### config.mk
export PLATFORM = sky130hd
export DESIGN_NAME = mie_core
export DESIGN_NICKNAME = d
export VERILOG_FILES = /design/src/rtl/mie_pkg.sv /design/src/rtl/mie_alu.sv /design/src/rtl/mie_decode.sv /design/src/rtl/mie_core.sv
export SDC_FILE = /design/constraint.sdc
export NUM_CORES = 1
export LEC_CHECK = 0
export BUFFER_PORTS_ARGS = -buffer_cell sky130_fd_sc_hd__buf_4
export CORE_ASPECT_RATIO = 0.5
export CORE_MARGIN = 1
export CORE_UTILIZATION = 48
export DETAILED_ROUTE_END_ITERATION = 8
export HOLD_SLACK_MARGIN = 0.1
export PLACE_DENSITY = 0.78
export SKIP_CTS_REPAIR_TIMING = 1
export SLEW_MARGIN = 40
export SYNTH_ARGS = -nofsm -noshare
export SYNTH_HDL_FRONTEND = slang
export SYNTH_SLANG_ARGS = --single-unit
### constraint.sdc
create_clock -name clk_sys -period 3.8 [get_ports clk_sys]
set_clock_uncertainty 0.1 [all_clocks]
set_input_delay 0.76 -clock clk_sys [delete_from_list [all_inputs] [get_ports clk_sys]]
set_output_delay 0.76 -clock clk_sys [all_outputs]
set_load 0.005 [all_outputs]
### src/rtl/mie_pkg.sv
// shared constants for the instruction execute block
// assumes a 14-bit instruction word and an 8-bit data path
package mie_pkg;

  localparam int INSN_W   = 14;
  localparam int DATA_W   = 8;
  localparam int FADDR_W  = 7;
  localparam int PC_W     = 12;

  // ----------------------------------------------------------------
  // opcode patterns
  // ----------------------------------------------------------------
  localparam logic [5:0]  OP_INC_SKIP   = 6'h0F;
  localparam logic [5:0]  OP_OR_FILE    = 6'h04;
  localparam logic [5:0]  OP_LOAD_FILE  = 6'h08;
  localparam logic [5:0]  OP_ROT_LEFT   = 6'h0D;
  localparam logic [5:0]  OP_ROT_RIGHT  = 6'h0C;
  localparam logic [5:0]  OP_SUB_FILE   = 6'h02;
  localparam logic [5:0]  OP_SWAP       = 6'h0E;
  localparam logic [5:0]  OP_OR_LIT     = 6'h1A;
  localparam logic [5:0]  OP_LOAD_LIT   = 6'h19;
  localparam logic [5:0]  OP_EXIT_LIT   = 6'h18;
  localparam logic [13:0] OP_IDLE       = 14'h0000;
  localparam logic [13:0] OP_SUB_EXIT   = 14'h0040;
  localparam logic [13:0] OP_IRQ_EXIT   = 14'h0060;
  localparam logic [13:0] OP_SLEEP      = 14'h0003;

  // ----------------------------------------------------------------
  // field positions
  // ----------------------------------------------------------------
  localparam int DEST_BIT    = 7;
  localparam int STORE_BIT   = 7;
  localparam int LOW_FILE_W  = 6;

  // ----------------------------------------------------------------
  // reset values
  // ----------------------------------------------------------------
  localparam logic [7:0]  ACC_RST  = 8'h00;
  localparam logic [11:0] PC_RST   = 12'h000;

  typedef enum logic [1:0] {
    MIE_EXEC,
    MIE_FLUSH,
    MIE_STANDBY
  } mie_state_e;

endpackage

### src/rtl/mie_alu.sv
// 8-bit arithmetic and logic unit for the execute block
// assumes opcode class is decoded by the caller
`timescale 1ns/1ns
module mie_alu
  import mie_pkg::*;
(
  // operands
  input  wire logic [5:0] op_class,
  input  wire logic [7:0] acc,
  input  wire logic [7:0] file_val,
  input  wire logic [7:0] literal,
  input  wire logic       carry_in,
  // results
  output logic      [7:0] result,
  output logic            carry_out,
  output logic            half_out
);

  logic [8:0] diff;
  logic [4:0] half_diff;

  // f - acc as f + ~acc + 1, carry means no borrow
  assign diff      = {1'b0, file_val} + {1'b0, ~acc} + 9'h001;
  assign half_diff = {1'b0, file_val[3:0]} + {1'b0, ~acc[3:0]} + 5'h01;

  always_comb begin
    result    = file_val;
    carry_out = carry_in;
    half_out  = 1'b0;
    case (op_class)
      OP_INC_SKIP:  result = file_val + 8'h01;
      OP_OR_FILE:   result = acc | file_val;
      OP_OR_LIT:    result = acc | literal;
      OP_LOAD_LIT,
      OP_EXIT_LIT:  result = literal;
      OP_ROT_LEFT: begin
        result    = {file_val[6:0], carry_in};
        carry_out = file_val[7];
      end
      OP_ROT_RIGHT: begin
        result    = {carry_in, file_val[7:1]};
        carry_out = file_val[0];
      end
      OP_SUB_FILE: begin
        result    = diff[7:0];
        carry_out = diff[8];
        half_out  = half_diff[4];
      end
      OP_SWAP:      result = {file_val[3:0], file_val[7:4]};
      default:      result = file_val;
    endcase
  end

endmodule

### src/rtl/mie_decode.sv
// opcode classifier for the execute block
// assumes a full 14-bit instruction word at its input
`timescale 1ns/1ns
module mie_decode
  import mie_pkg::*;
(
  // instruction
  input  wire logic [13:0] insn,
  // classification
  output logic      [5:0]  op_class,
  output logic             is_file_op,
  output logic             is_store,
  output logic             is_store_low,
  output logic             is_idle,
  output logic             is_return,
  output logic             is_irq_return,
  output logic             is_sleep,
  output logic             is_lit_op
);

  always_comb begin
    op_class      = insn[13:8];
    is_idle       = (insn == OP_IDLE);
    is_return     = (insn == OP_SUB_EXIT) || (insn == OP_IRQ_EXIT) ||
                    (insn[13:8] == OP_EXIT_LIT);
    is_irq_return = (insn == OP_IRQ_EXIT);
    is_sleep      = (insn == OP_SLEEP);
    is_store      = (insn[13:8] == 6'h00) && insn[STORE_BIT];
    is_store_low  = (insn[13:6] == 8'h00) && !is_idle && !is_sleep;
    is_lit_op     = (insn[13:8] == OP_OR_LIT) || (insn[13:8] == OP_LOAD_LIT) ||
                    (insn[13:8] == OP_EXIT_LIT);
    is_file_op    = (insn[13:8] == OP_INC_SKIP) || (insn[13:8] == OP_OR_FILE) ||
                    (insn[13:8] == OP_ROT_LEFT) || (insn[13:8] == OP_ROT_RIGHT) ||
                    (insn[13:8] == OP_SUB_FILE) || (insn[13:8] == OP_SWAP) ||
                    ((insn[13:8] == OP_LOAD_FILE) && !insn[DEST_BIT]);
  end

endmodule

### src/rtl/mie_core.sv
// execute stage for a subset of a 14-bit instruction set
// assumes program memory returns insn for pc in the same cycle and the
// register file gives a combinational read at file_addr
// assumes standby is left only through wake
`timescale 1ns/1ns
module mie_core
  import mie_pkg::*;
#(
  parameter int ADDR_W = FADDR_W
)
(
  // clock and reset
  input  wire logic                         clk_sys,
  input  wire logic                         rstn,
  // program memory
  output logic      [mie_pkg::PC_W-1:0]     pc,
  input  wire logic [mie_pkg::INSN_W-1:0]   insn,
  // register file
  output logic      [ADDR_W-1:0]            file_addr,
  input  wire logic [mie_pkg::DATA_W-1:0]   file_rdata,
  output logic                              file_we,
  output logic      [mie_pkg::DATA_W-1:0]   file_wdata,
  // return stack
  input  wire logic [mie_pkg::PC_W-1:0]     stack_top,
  output logic                              stack_pop,
  // flags and state
  output logic      [mie_pkg::DATA_W-1:0]   acc,
  output logic                              carry_flag,
  output logic                              half_borrow_flag,
  output logic                              zero_flag,
  output logic                              global_irq_enable,
  output logic                              timeout_flag,
  output logic                              powerdown_flag,
  output logic                              standby,
  // wake from standby
  input  wire logic                         wake
);

  import mie_pkg::*;

  // ----------------------------------------------------------------
  // helpers
  // ----------------------------------------------------------------
  // next sequential fetch address
  function automatic logic [PC_W-1:0] pc_step(input logic [PC_W-1:0] p);
    return p + 12'h001;
  endfunction

  // all-zero byte test shared by skip and zero flag
  function automatic logic byte_zero(input logic [DATA_W-1:0] b);
    return (b == 8'h00);
  endfunction

  // classes that write the carry flag
  function automatic logic writes_carry(input logic [5:0] cls);
    return (cls == OP_ROT_LEFT) || (cls == OP_ROT_RIGHT) || (cls == OP_SUB_FILE);
  endfunction

  // classes that write the zero flag
  function automatic logic writes_zero(input logic [5:0] cls);
    return (cls == OP_OR_FILE) || (cls == OP_SUB_FILE) || (cls == OP_OR_LIT);
  endfunction

  // classes that write the half borrow flag
  function automatic logic writes_half(input logic [5:0] cls);
    return (cls == OP_SUB_FILE);
  endfunction

  // ----------------------------------------------------------------
  // decode
  // ----------------------------------------------------------------
  logic [5:0] op_class;
  logic       is_file_op;
  logic       is_store;
  logic       is_store_low;
  logic       is_idle;
  logic       is_return;
  logic       is_irq_return;
  logic       is_sleep;
  logic       is_lit_op;

  mie_decode u_decode (
    .insn          (insn),
    .op_class      (op_class),
    .is_file_op    (is_file_op),
    .is_store      (is_store),
    .is_store_low  (is_store_low),
    .is_idle       (is_idle),
    .is_return     (is_return),
    .is_irq_return (is_irq_return),
    .is_sleep      (is_sleep),
    .is_lit_op     (is_lit_op)
  );

  // ----------------------------------------------------------------
  // alu
  // ----------------------------------------------------------------
  logic [7:0] alu_result;
  logic       alu_carry;
  logic       alu_half;

  mie_alu u_alu (
    .op_class  (op_class),
    .acc       (acc),
    .file_val  (file_rdata),
    .literal   (insn[7:0]),
    .carry_in  (carry_flag),
    .result    (alu_result),
    .carry_out (alu_carry),
    .half_out  (alu_half)
  );

  // ----------------------------------------------------------------
  // sequencing
  // ----------------------------------------------------------------
  mie_state_e state_reg;
  mie_state_e state_next;
  logic       exec;
  logic       to_acc;
  logic       to_file;
  logic       skip;
  logic       zero_upd;
  logic       skip_hold;

  // flush slot: a skip moves pc over the dead word,
  // a return holds pc at the popped address
  assign exec = (state_reg == MIE_EXEC);

  always_comb begin
    to_acc   = 1'b0;
    to_file  = 1'b0;
    zero_upd = 1'b0;
    if (exec && is_file_op) begin
      if (op_class == OP_LOAD_FILE)
        to_acc = 1'b1;
      else if (insn[DEST_BIT])
        to_file = 1'b1;
      else
        to_acc = 1'b1;
      zero_upd = writes_zero(op_class);
    end else if (exec && is_lit_op) begin
      to_acc   = 1'b1;
      zero_upd = writes_zero(op_class);
    end
  end

  // zero increment result turns next slot into a flush
  assign skip = exec && (op_class == OP_INC_SKIP) && byte_zero(alu_result);

  always_comb begin
    state_next = state_reg;
    case (state_reg)
      MIE_EXEC: begin
        if (is_sleep)
          state_next = MIE_STANDBY;
        else if (is_return || skip)
          state_next = MIE_FLUSH;
        else
          state_next = MIE_EXEC;
      end
      MIE_FLUSH:   state_next = MIE_EXEC;
      MIE_STANDBY: begin
        if (wake)
          state_next = MIE_EXEC;
      end
      default:     state_next = MIE_EXEC;
    endcase
  end

  always_ff @(posedge clk_sys or negedge rstn) begin
    if (!rstn)
      state_reg <= MIE_EXEC;
    else
      state_reg <= state_next;
  end

  assign standby = (state_reg == MIE_STANDBY);

  // ----------------------------------------------------------------
  // program counter
  // ----------------------------------------------------------------
  assign stack_pop = exec && is_return;

  always_ff @(posedge clk_sys or negedge rstn) begin
    if (!rstn)
      pc <= PC_RST;
    else if (stack_pop)
      pc <= stack_top;
    else if (exec && !is_sleep)
      pc <= pc_step(pc);
    else if (state_reg == MIE_FLUSH && skip_hold)
      pc <= pc_step(pc);
    // wake resumes past the sleep word
    else if (standby && wake)
      pc <= pc_step(pc);
  end

  // remember that the flush skips a slot rather than waits on a pop

  always_ff @(posedge clk_sys or negedge rstn) begin
    if (!rstn)
      skip_hold <= 1'b0;
    else
      skip_hold <= skip;
  end

  // ----------------------------------------------------------------
  // register file port
  // ----------------------------------------------------------------
  always_comb begin
    file_addr = insn[ADDR_W-1:0];
    if (is_store_low)
      file_addr = {{(ADDR_W-LOW_FILE_W){1'b0}}, insn[LOW_FILE_W-1:0]};
  end

  // stores take acc, everything else the alu result
  assign file_we    = exec && (to_file || is_store || is_store_low);
  assign file_wdata = (is_store || is_store_low) ? acc : alu_result;

  // ----------------------------------------------------------------
  // accumulator
  // ----------------------------------------------------------------
  always_ff @(posedge clk_sys or negedge rstn) begin
    if (!rstn)
      acc <= ACC_RST;
    else if (to_acc)
      acc <= alu_result;
  end

  // ----------------------------------------------------------------
  // status flags
  // ----------------------------------------------------------------
  // flags hold through flush and standby
  always_ff @(posedge clk_sys or negedge rstn) begin
    if (!rstn)
      zero_flag <= 1'b0;
    else if (zero_upd)
      zero_flag <= byte_zero(alu_result);
  end

  always_ff @(posedge clk_sys or negedge rstn) begin
    if (!rstn)
      carry_flag <= 1'b0;
    else if (exec && is_file_op && writes_carry(op_class))
      carry_flag <= alu_carry;
  end

  always_ff @(posedge clk_sys or negedge rstn) begin
    if (!rstn)
      half_borrow_flag <= 1'b0;
    else if (exec && is_file_op && writes_half(op_class))
      half_borrow_flag <= alu_half;
  end

  always_ff @(posedge clk_sys or negedge rstn) begin
    if (!rstn)
      global_irq_enable <= 1'b0;
    else if (exec && is_irq_return)
      global_irq_enable <= 1'b1;
  end

  // sleep: timeout flag set, powerdown flag cleared (active-low sense)
  always_ff @(posedge clk_sys or negedge rstn) begin
    if (!rstn)
      timeout_flag <= 1'b1;
    else if (exec && is_sleep)
      timeout_flag <= 1'b1;
  end

  always_ff @(posedge clk_sys or negedge rstn) begin
    if (!rstn)
      powerdown_flag <= 1'b1;
    else if (exec && is_sleep)
      powerdown_flag <= 1'b0;
  end

endmodule

==> impl_metrics.tcl, run 1 <==
set metrics [dict create \
    dp_cells 488 \
    p_per_area_nw_per_um2 405.6 \
    dr.max_layer_used "met3" \
    antenna_found_initial 0 \
    crit_fanout 6 \
    min_period_over_period 0.9975 \
    postSynthCellCount 338 \
    switching_share 0.3571 \
    die_w_um 108.4 \
    gp_congestion 0.9721 \
    crit_path_top_delay_cell "or4_4" \
    n_antenna_cell 0 \
    num_vias 3050 \
    ys_seq_elements 28 \
    grt_pass1_vias 2780 \
    pwr-share-clk 0.214 \
    grt_use_total 0.3001 \
    crit_cells 8 \
    timing.rr.end "state_reg[0]" \
    maxCapViolCount 0 \
    drtAntennaViolNets 0 \
    final_util 0.7022 \
    slew-limit-headroom 0.6214 \
    ys_seq_area_frac 0.2583 \
    cts_tree "done" \
    final_nets 474 \
    cts.path.max_buffers 2 \
    path_cells "buf_4, or4_4, or4_4, or2_4, a21oi_4, nor3_4, mux2_2, buf_4" \
    largest_reg_flops 12 \
    critPathRequiredTime_ns 2.94 \
    yosys_warnings 0 \
    crit_start "insn[10]" \
    outcome "finished clean" \
    p_leak_nw 1.655 \
    crit_path_max_incr_delay_ns 0.55 \
    power_mw 1.475 \
    path_class "input pin to output port" \
    first_iter_violations 316 \
    met1_length_um 4208 \
    synthesis.area_um2 2718 \
    grt_pass1_wl_um 14200 \
    hp-class "input pin to async pin" \
    end_kind "output port" \
    ir_drop_v 0.0002605 \
    r2r_start "acc[0]" \
    die_h_um 55.21 \
    synth-edff-count 0 \
    wl_met3_um 909 \
    synth_cell_types 65 \
    core_um2 5180 \
    fmax_mhz 263.8 \
    layout.cells.non_filler 494 \
    intPower_mw 0.9484 \
    clk_pin_slew_ns 0.07 \
    grt_max_degree 29 \
    syn_to_final_growth_pct 33.84 \
    critPathBufInv 2 \
    die-area_um2 5985 \
    drc_errors 0 \
    crit_end "file_wdata[7]" \
    p_comb_frac 0.449 \
    reg2reg_setup_slack_ns 0.56 \
    pin_count 81 \
    dp_hpwl_um 6940 \
    routedWlPerCell_um 18.32 \
    cts_buffers 3 \
    cpLargestDelayFamily "simple AND/OR/NAND/NOR gates" \
    cp_data_arrival_time_ns 2.93 \
    synth-main-ff-cell "dfrtp_1" \
    async_flop_share 1.000 \
    tightest_slew_ns 0.5658 \
    power.switching_mw 0.5268 \
    port_buffers 79 \
    hold_slack_ns 0.3071 \
    vias_per_cell 6.174 \
    start_kind "input pin" \
    synth.avg_cell_area_um2 8.040 \
    synth_nets 387 \
    clk_latency_ns 0.26 \
    h-tree-depth 1 \
    clock-sinks 28 \
    period_minus_slack_ns 3.791 \
    gr-total-overflow 0 \
    dr_wl_met2_um 3930 \
    hold_viol 0 \
    start_util 0.5246 \
    pwr-share-seq 0.336 \
    setup_violations 0 \
    dr.pass1.iters 5 \
    drv_slew 0 \
    layout-drive-gt1-share 0.3443 \
    wl_um 9048 \
    root_buffer "clkbuf_16" \
    layout_common_cells "buf_4, nand2_1, dfrtp_1" \
    layout_commonest_cell "buf_4" \
    reg2reg_depth 9 \
    rows 18 \
]
-- how the worst min path moves through the flow --
stage | from | to | slack (ns) | cells past startpoint
3_3_place_gp | global_irq_enable | global_irq_enable | 0.35 | 1
2_1_floorplan | rstn | acc[0] | 0.36 | 0
6_report | rstn | pc[1] | 0.31 | 1
5_1_grt | rstn | pc[1] | 0.32 | 1
3_5_place_dp | global_irq_enable | global_irq_enable | 0.36 | 1
4_1_cts | rstn | pc[1] | 0.32 | 1
-- stage by stage --
step,setup TNS (ns),worst slack (ns),instance area (um2)
3_3_place_gp,-0.05366,-0.01743,3463
4_1_cts,-0.5571,-0.09843,3575
6_report,0,0.009381,3637
3_5_place_dp,-0.3885,-0.06874,3470
2_1_floorplan,0,0.02672,2718
5_1_grt,-0.03019,-0.01253,3637
-- area by class of cell --
type,instances,area (um2)
clock buffers,3,75.07
flip-flops and latches,28,701.9
fillers,446,1543
multi-input cells,269,1879
repair buffers,106,799.5
clock inverters,1,30.03
well taps,70,87.58
inverters,17,63.81
-- power by group through the flow --
| stage | registers, mW | clock network [mW] | logic, mW |
|---|---|---|---|
| global placement | 0.494 | 0 | 0.623 |
| CTS | 0.495 | 0.319 | 0.643 |
| detailed placement | 0.497 | 0 | 0.641 |
| finish | 0.496 | 0.316 | 0.663 |
| global route | 0.511 | 0.334 | 0.728 |
| floorplan | 0.482 | 0 | 0.342 |
-- worst register-to-register path: cells and delay by family (launching register included) --
kind,cells,cell delay [ns]
and+or+nand+nor,3,1.11
AOI/OAI and AO/OA,2,0.68
adders and majority gates,2,0.54
DFF,1,0.46
xor gates and xnor gates,1,0.18
buffers and inverters,1,0.05
-- synth_stat cells, types with 3 or more instances --
| cell | instances | area [um2] |
|---|---|---|
| nand2_1 | 29 | 108.9 |
| dfrtp_1 | 27 | 675.7 |
| a21oi_1 | 25 | 125.1 |
| nor2_1 | 23 | 86.33 |
| o21ai_0 | 23 | 115.1 |
| inv_1 | 17 | 63.81 |
| clkbuf_1 | 15 | 56.30 |
| nand3_1 | 14 | 70.07 |
| mux2_2 | 13 | 146.4 |
| ha_1 | 11 | 137.6 |
| nor3_1 | 8 | 40.04 |
| buf_4 | 7 | 52.55 |
| xor2_1 | 7 | 61.31 |
| a21o_1 | 6 | 45.04 |
| mux2i_1 | 6 | 60.06 |
| nand4_1 | 6 | 37.54 |
| and3_1 | 5 | 31.28 |
| xnor2_1 | 5 | 43.79 |
| a221o_1 | 4 | 40.04 |
| a221oi_1 | 4 | 35.03 |
| a22oi_1 | 4 | 30.03 |
| a31oi_1 | 4 | 25.02 |
| or2_2 | 4 | 25.02 |
| or3_1 | 4 | 25.02 |
| a2bb2oi_1 | 3 | 26.28 |
| nor2b_1 | 3 | 18.77 |
| nor4_1 | 3 | 18.77 |
| o211ai_1 | 3 | 22.52 |
| o22ai_1 | 3 | 18.77 |
| o2bb2ai_1 | 3 | 26.28 |
-- logic make-up (layout without fill, tap and decap cells) --
kind of cell | Yosys count | after routing | share of synthesized area
AO/OA/AOI/OAI | 103 | 103 | 0.2537
XOR/XNOR | 12 | 12 | 0.03867
adder cells (fa/ha/maj) | 13 | 13 | 0.06169
buffers and inverters | 42 | 127 | 0.07320
flip-flops | 28 | 28 | 0.2583
multiplexers | 19 | 19 | 0.07597
other | 1 | 1 | 0.001380
AND/OR/NAND/NOR | 120 | 121 | 0.2371
-- metal layers --
metal	track usage	vias to the layer above
li1	-	1429
met1	0.4534	1470
met2	0.4430	151
met3	0.07084	0
met4	0.03475	0
met5	0	-
Power figures use the tool's default switching activity.
==> inputs of run 2 (changes only) <==
- ABC_AREA: not set -> 1
- CORE_UTILIZATION: 48 -> 49
- SETUP_SLACK_MARGIN: not set -> 0.5
==> impl_metrics.tcl, run 2 <==
set metrics [dict create \
    path_cells "buf_12, clkinv_8, ha_4, inv_2, fa_2, or2_4, nand3_2, nand2_1, nor2_1, nand3_1, nor2_4, a21oi_2, buf_4" \
    critPathBufInv 4 \
    ys_seq_area_frac 0.2288 \
    crit_fanout 6 \
    grt_use_total 0.2868 \
    clk_pin_slew_ns 0.07 \
    cts_buffers 3 \
    async_flop_share 1.000 \
    drv_slew 0 \
    synth_cell_types 46 \
    synth_top_area_share 0.2202 \
    setup_tns_ns 0 \
    crit_path_top_delay_cell "fa_2" \
    place_ws_ns 0.2387 \
    grt_use_met2 0.4199 \
    synth_nets 550 \
    period_minus_slack_ns 3.314 \
    met1_usage 0.4418 \
    grtUsageMet3 0.04393 \
    die_h_um 57.95 \
    p_leak_nw 2.089 \
    intPower_mw 0.9317 \
    grt.busiest_layer "met1" \
    ys_seq_elements 28 \
    routedWlPerCell_um 14.19 \
    first_iter_violations 336 \
    dr.pass1.iters 8 \
    largest_reg_flops 12 \
    antenna_found_initial 0 \
    port_buffers 79 \
    yosysMostFrequentCell "nand2_1" \
    syn_to_final_growth_pct 29.69 \
    critPathRequiredTime_ns 2.94 \
    num_vias 3562 \
    grt_pass1_vias 2864 \
    drc_errors 0 \
    clock-sinks 28 \
    ir_drop_v 0.0004637 \
    power.switching_mw 0.6321 \
    n_antenna_cell 0 \
    layout_commonest_cell "nand2_1" \
    hp-class "input pin to async pin" \
    dp_cells 654 \
    min_period_over_period 0.8721 \
    root_buffer "clkbuf_16" \
    layout.cells.non_filler 665 \
    final_nets 631 \
    yosys_warnings 0 \
    crit_path_max_incr_delay_ns 0.41 \
    grt_max_degree 29 \
    setup_violations 0 \
    synth.area.top_cells "dfrtp_1, nand2_1, nand3_1, nor2_1, inv_1" \
    fmax_mhz 301.7 \
    grt_pass1_wl_um 14680 \
    cts_tree "done" \
    rsz0062_at_grt "yes" \
    die_w_um 113.9 \
    p_comb_frac 0.505 \
    switching_share 0.4042 \
    rows 19 \
    maxCapViolCount 0 \
    synth.avg_cell_area_um2 6.124 \
    pwr-share-seq 0.326 \
    cp_data_arrival_time_ns 2.45 \
    setup_ws_ns 0.4860 \
    clk_latency_ns 0.26 \
    cts.path.max_buffers 2 \
    dp_hpwl_um 7437 \
    p_per_area_nw_per_um2 393.0 \
    core_um2 5753 \
    pwr-share-clk 0.169 \
    outcome "finished clean" \
    postSynthCellCount 501 \
    synth-main-ff-cell "dfrtp_1" \
    drtAntennaViolNets 0 \
    h-tree-depth 1 \
    cpLargestDelayFamily "simple AND/OR/NAND/NOR gates" \
    synthesis.area_um2 3068 \
    end_kind "output port" \
    start_util 0.5333 \
    wl_um 9434 \
    pin_count 81 \
    power_mw 1.564 \
    synth_common_cells "nand2_1, nor2_1, inv_1" \
    gp_congestion 0.9783 \
    yosys.area.top_type "dfrtp_1" \
    vias_per_cell 5.356 \
    hold_viol 0 \
    path_class "input pin to output port" \
    layout_common_cells "nand2_1, buf_4, nor2_1" \
    die-area_um2 6601 \
    synth-edff-count 0 \
    layout-drive-gt1-share 0.2995 \
    start_kind "input pin" \
    final_util 0.6916 \
    n_fill_cell 554 \
    gr-total-overflow 0 \
]
run 2: cell count changes after synthesis, sizes merged, moves of 6 or more:
cell    previous run  this run
inv               17        66
nand3             14        55
clkbuf            15         3
nand2             29       152
a21o               6         0
mux2i              6         0
mux2              13         0
nor2              23        79
run 2: final timing paths:
path,from,endpoint,slack (ns),cells after the start
max in group asynchronous,rstn,powerdown_flag,2.99,1
worst max register to register,acc[0],state_reg[0],1.21,14
worst max-delay path,file_rdata[0],file_wdata[2],0.49,13
min in group clk_sys,powerdown_flag,powerdown_flag,0.37,2
worst min-delay path,rstn,pc[1],0.30,1
worst min register to register,powerdown_flag,powerdown_flag,0.37,2
run 2: layout make-up:
| class | instances | area (um2) | area share |
|---|---|---|---|
| Multi-Input combinational cell | 389 | 2108 | 0.5299 |
| Tap cell | 84 | 105.1 | 0.02642 |
| Inverter | 67 | 264.0 | 0.06635 |
| Timing Repair Buffer | 93 | 710.7 | 0.1786 |
| Clock buffer | 4 | 88.84 | 0.02233 |
| Sequential cell | 28 | 701.9 | 0.1764 |
run 2: cell families (layout without fill, tap and decap cells):
| logic type | Yosys count | in the layout | share of synthesized area |
|---|---|---|---|
| AOI/OAI and AO/OA | 67 | 67 | 0.1395 |
| adders and majority gates | 12 | 12 | 0.05139 |
| buffers and inverters | 84 | 164 | 0.1170 |
| xor gates and xnor gates | 3 | 3 | 0.008566 |
| other | 1 | 1 | 0.001222 |
| and+or+nand+nor | 306 | 306 | 0.4535 |
| DFF | 28 | 28 | 0.2288 |
run 2: metal layers:
metal	share of wire	vias up
met4	0.014	0
met2	0.42	161
met5	0	-
li1	-	1761
met1	0.47	1625
met3	0.10	15
run 2: worst register-to-register path: cells and delay by family, from the launching register on:
family / cells / cell delay [ns]
AOI/OAI and AO/OA: 2 / 0.27
DFF: 1 / 0.53
and+or+nand+nor: 8 / 0.88
adders and majority gates: 2 / 0.59
buffers and inverters: 2 / 0.17
run 2: metrics by stage:
| stage | hold slack [ns] | cell area [um2] |
|---|---|---|
| detailed placement | 0.3625 | 3711 |
| finish | 0.3028 | 3979 |
| floorplan | 0.3418 | 3068 |
| global placement | 0.3448 | 3711 |
| CTS | 0.3181 | 3800 |
| global route | 0.3288 | 3979 |
run 2: power groups by stage:
| stage | registers, mW | clock network [mW] | logic (mW) |
|---|---|---|---|
| floorplan | 0.490 | 0 | 0.421 |
| detailed placement | 0.506 | 0 | 0.725 |
| global placement | 0.506 | 0 | 0.713 |
| CTS | 0.505 | 0.264 | 0.726 |
| finish | 0.509 | 0.264 | 0.790 |
| global route | 0.523 | 0.277 | 0.885 |
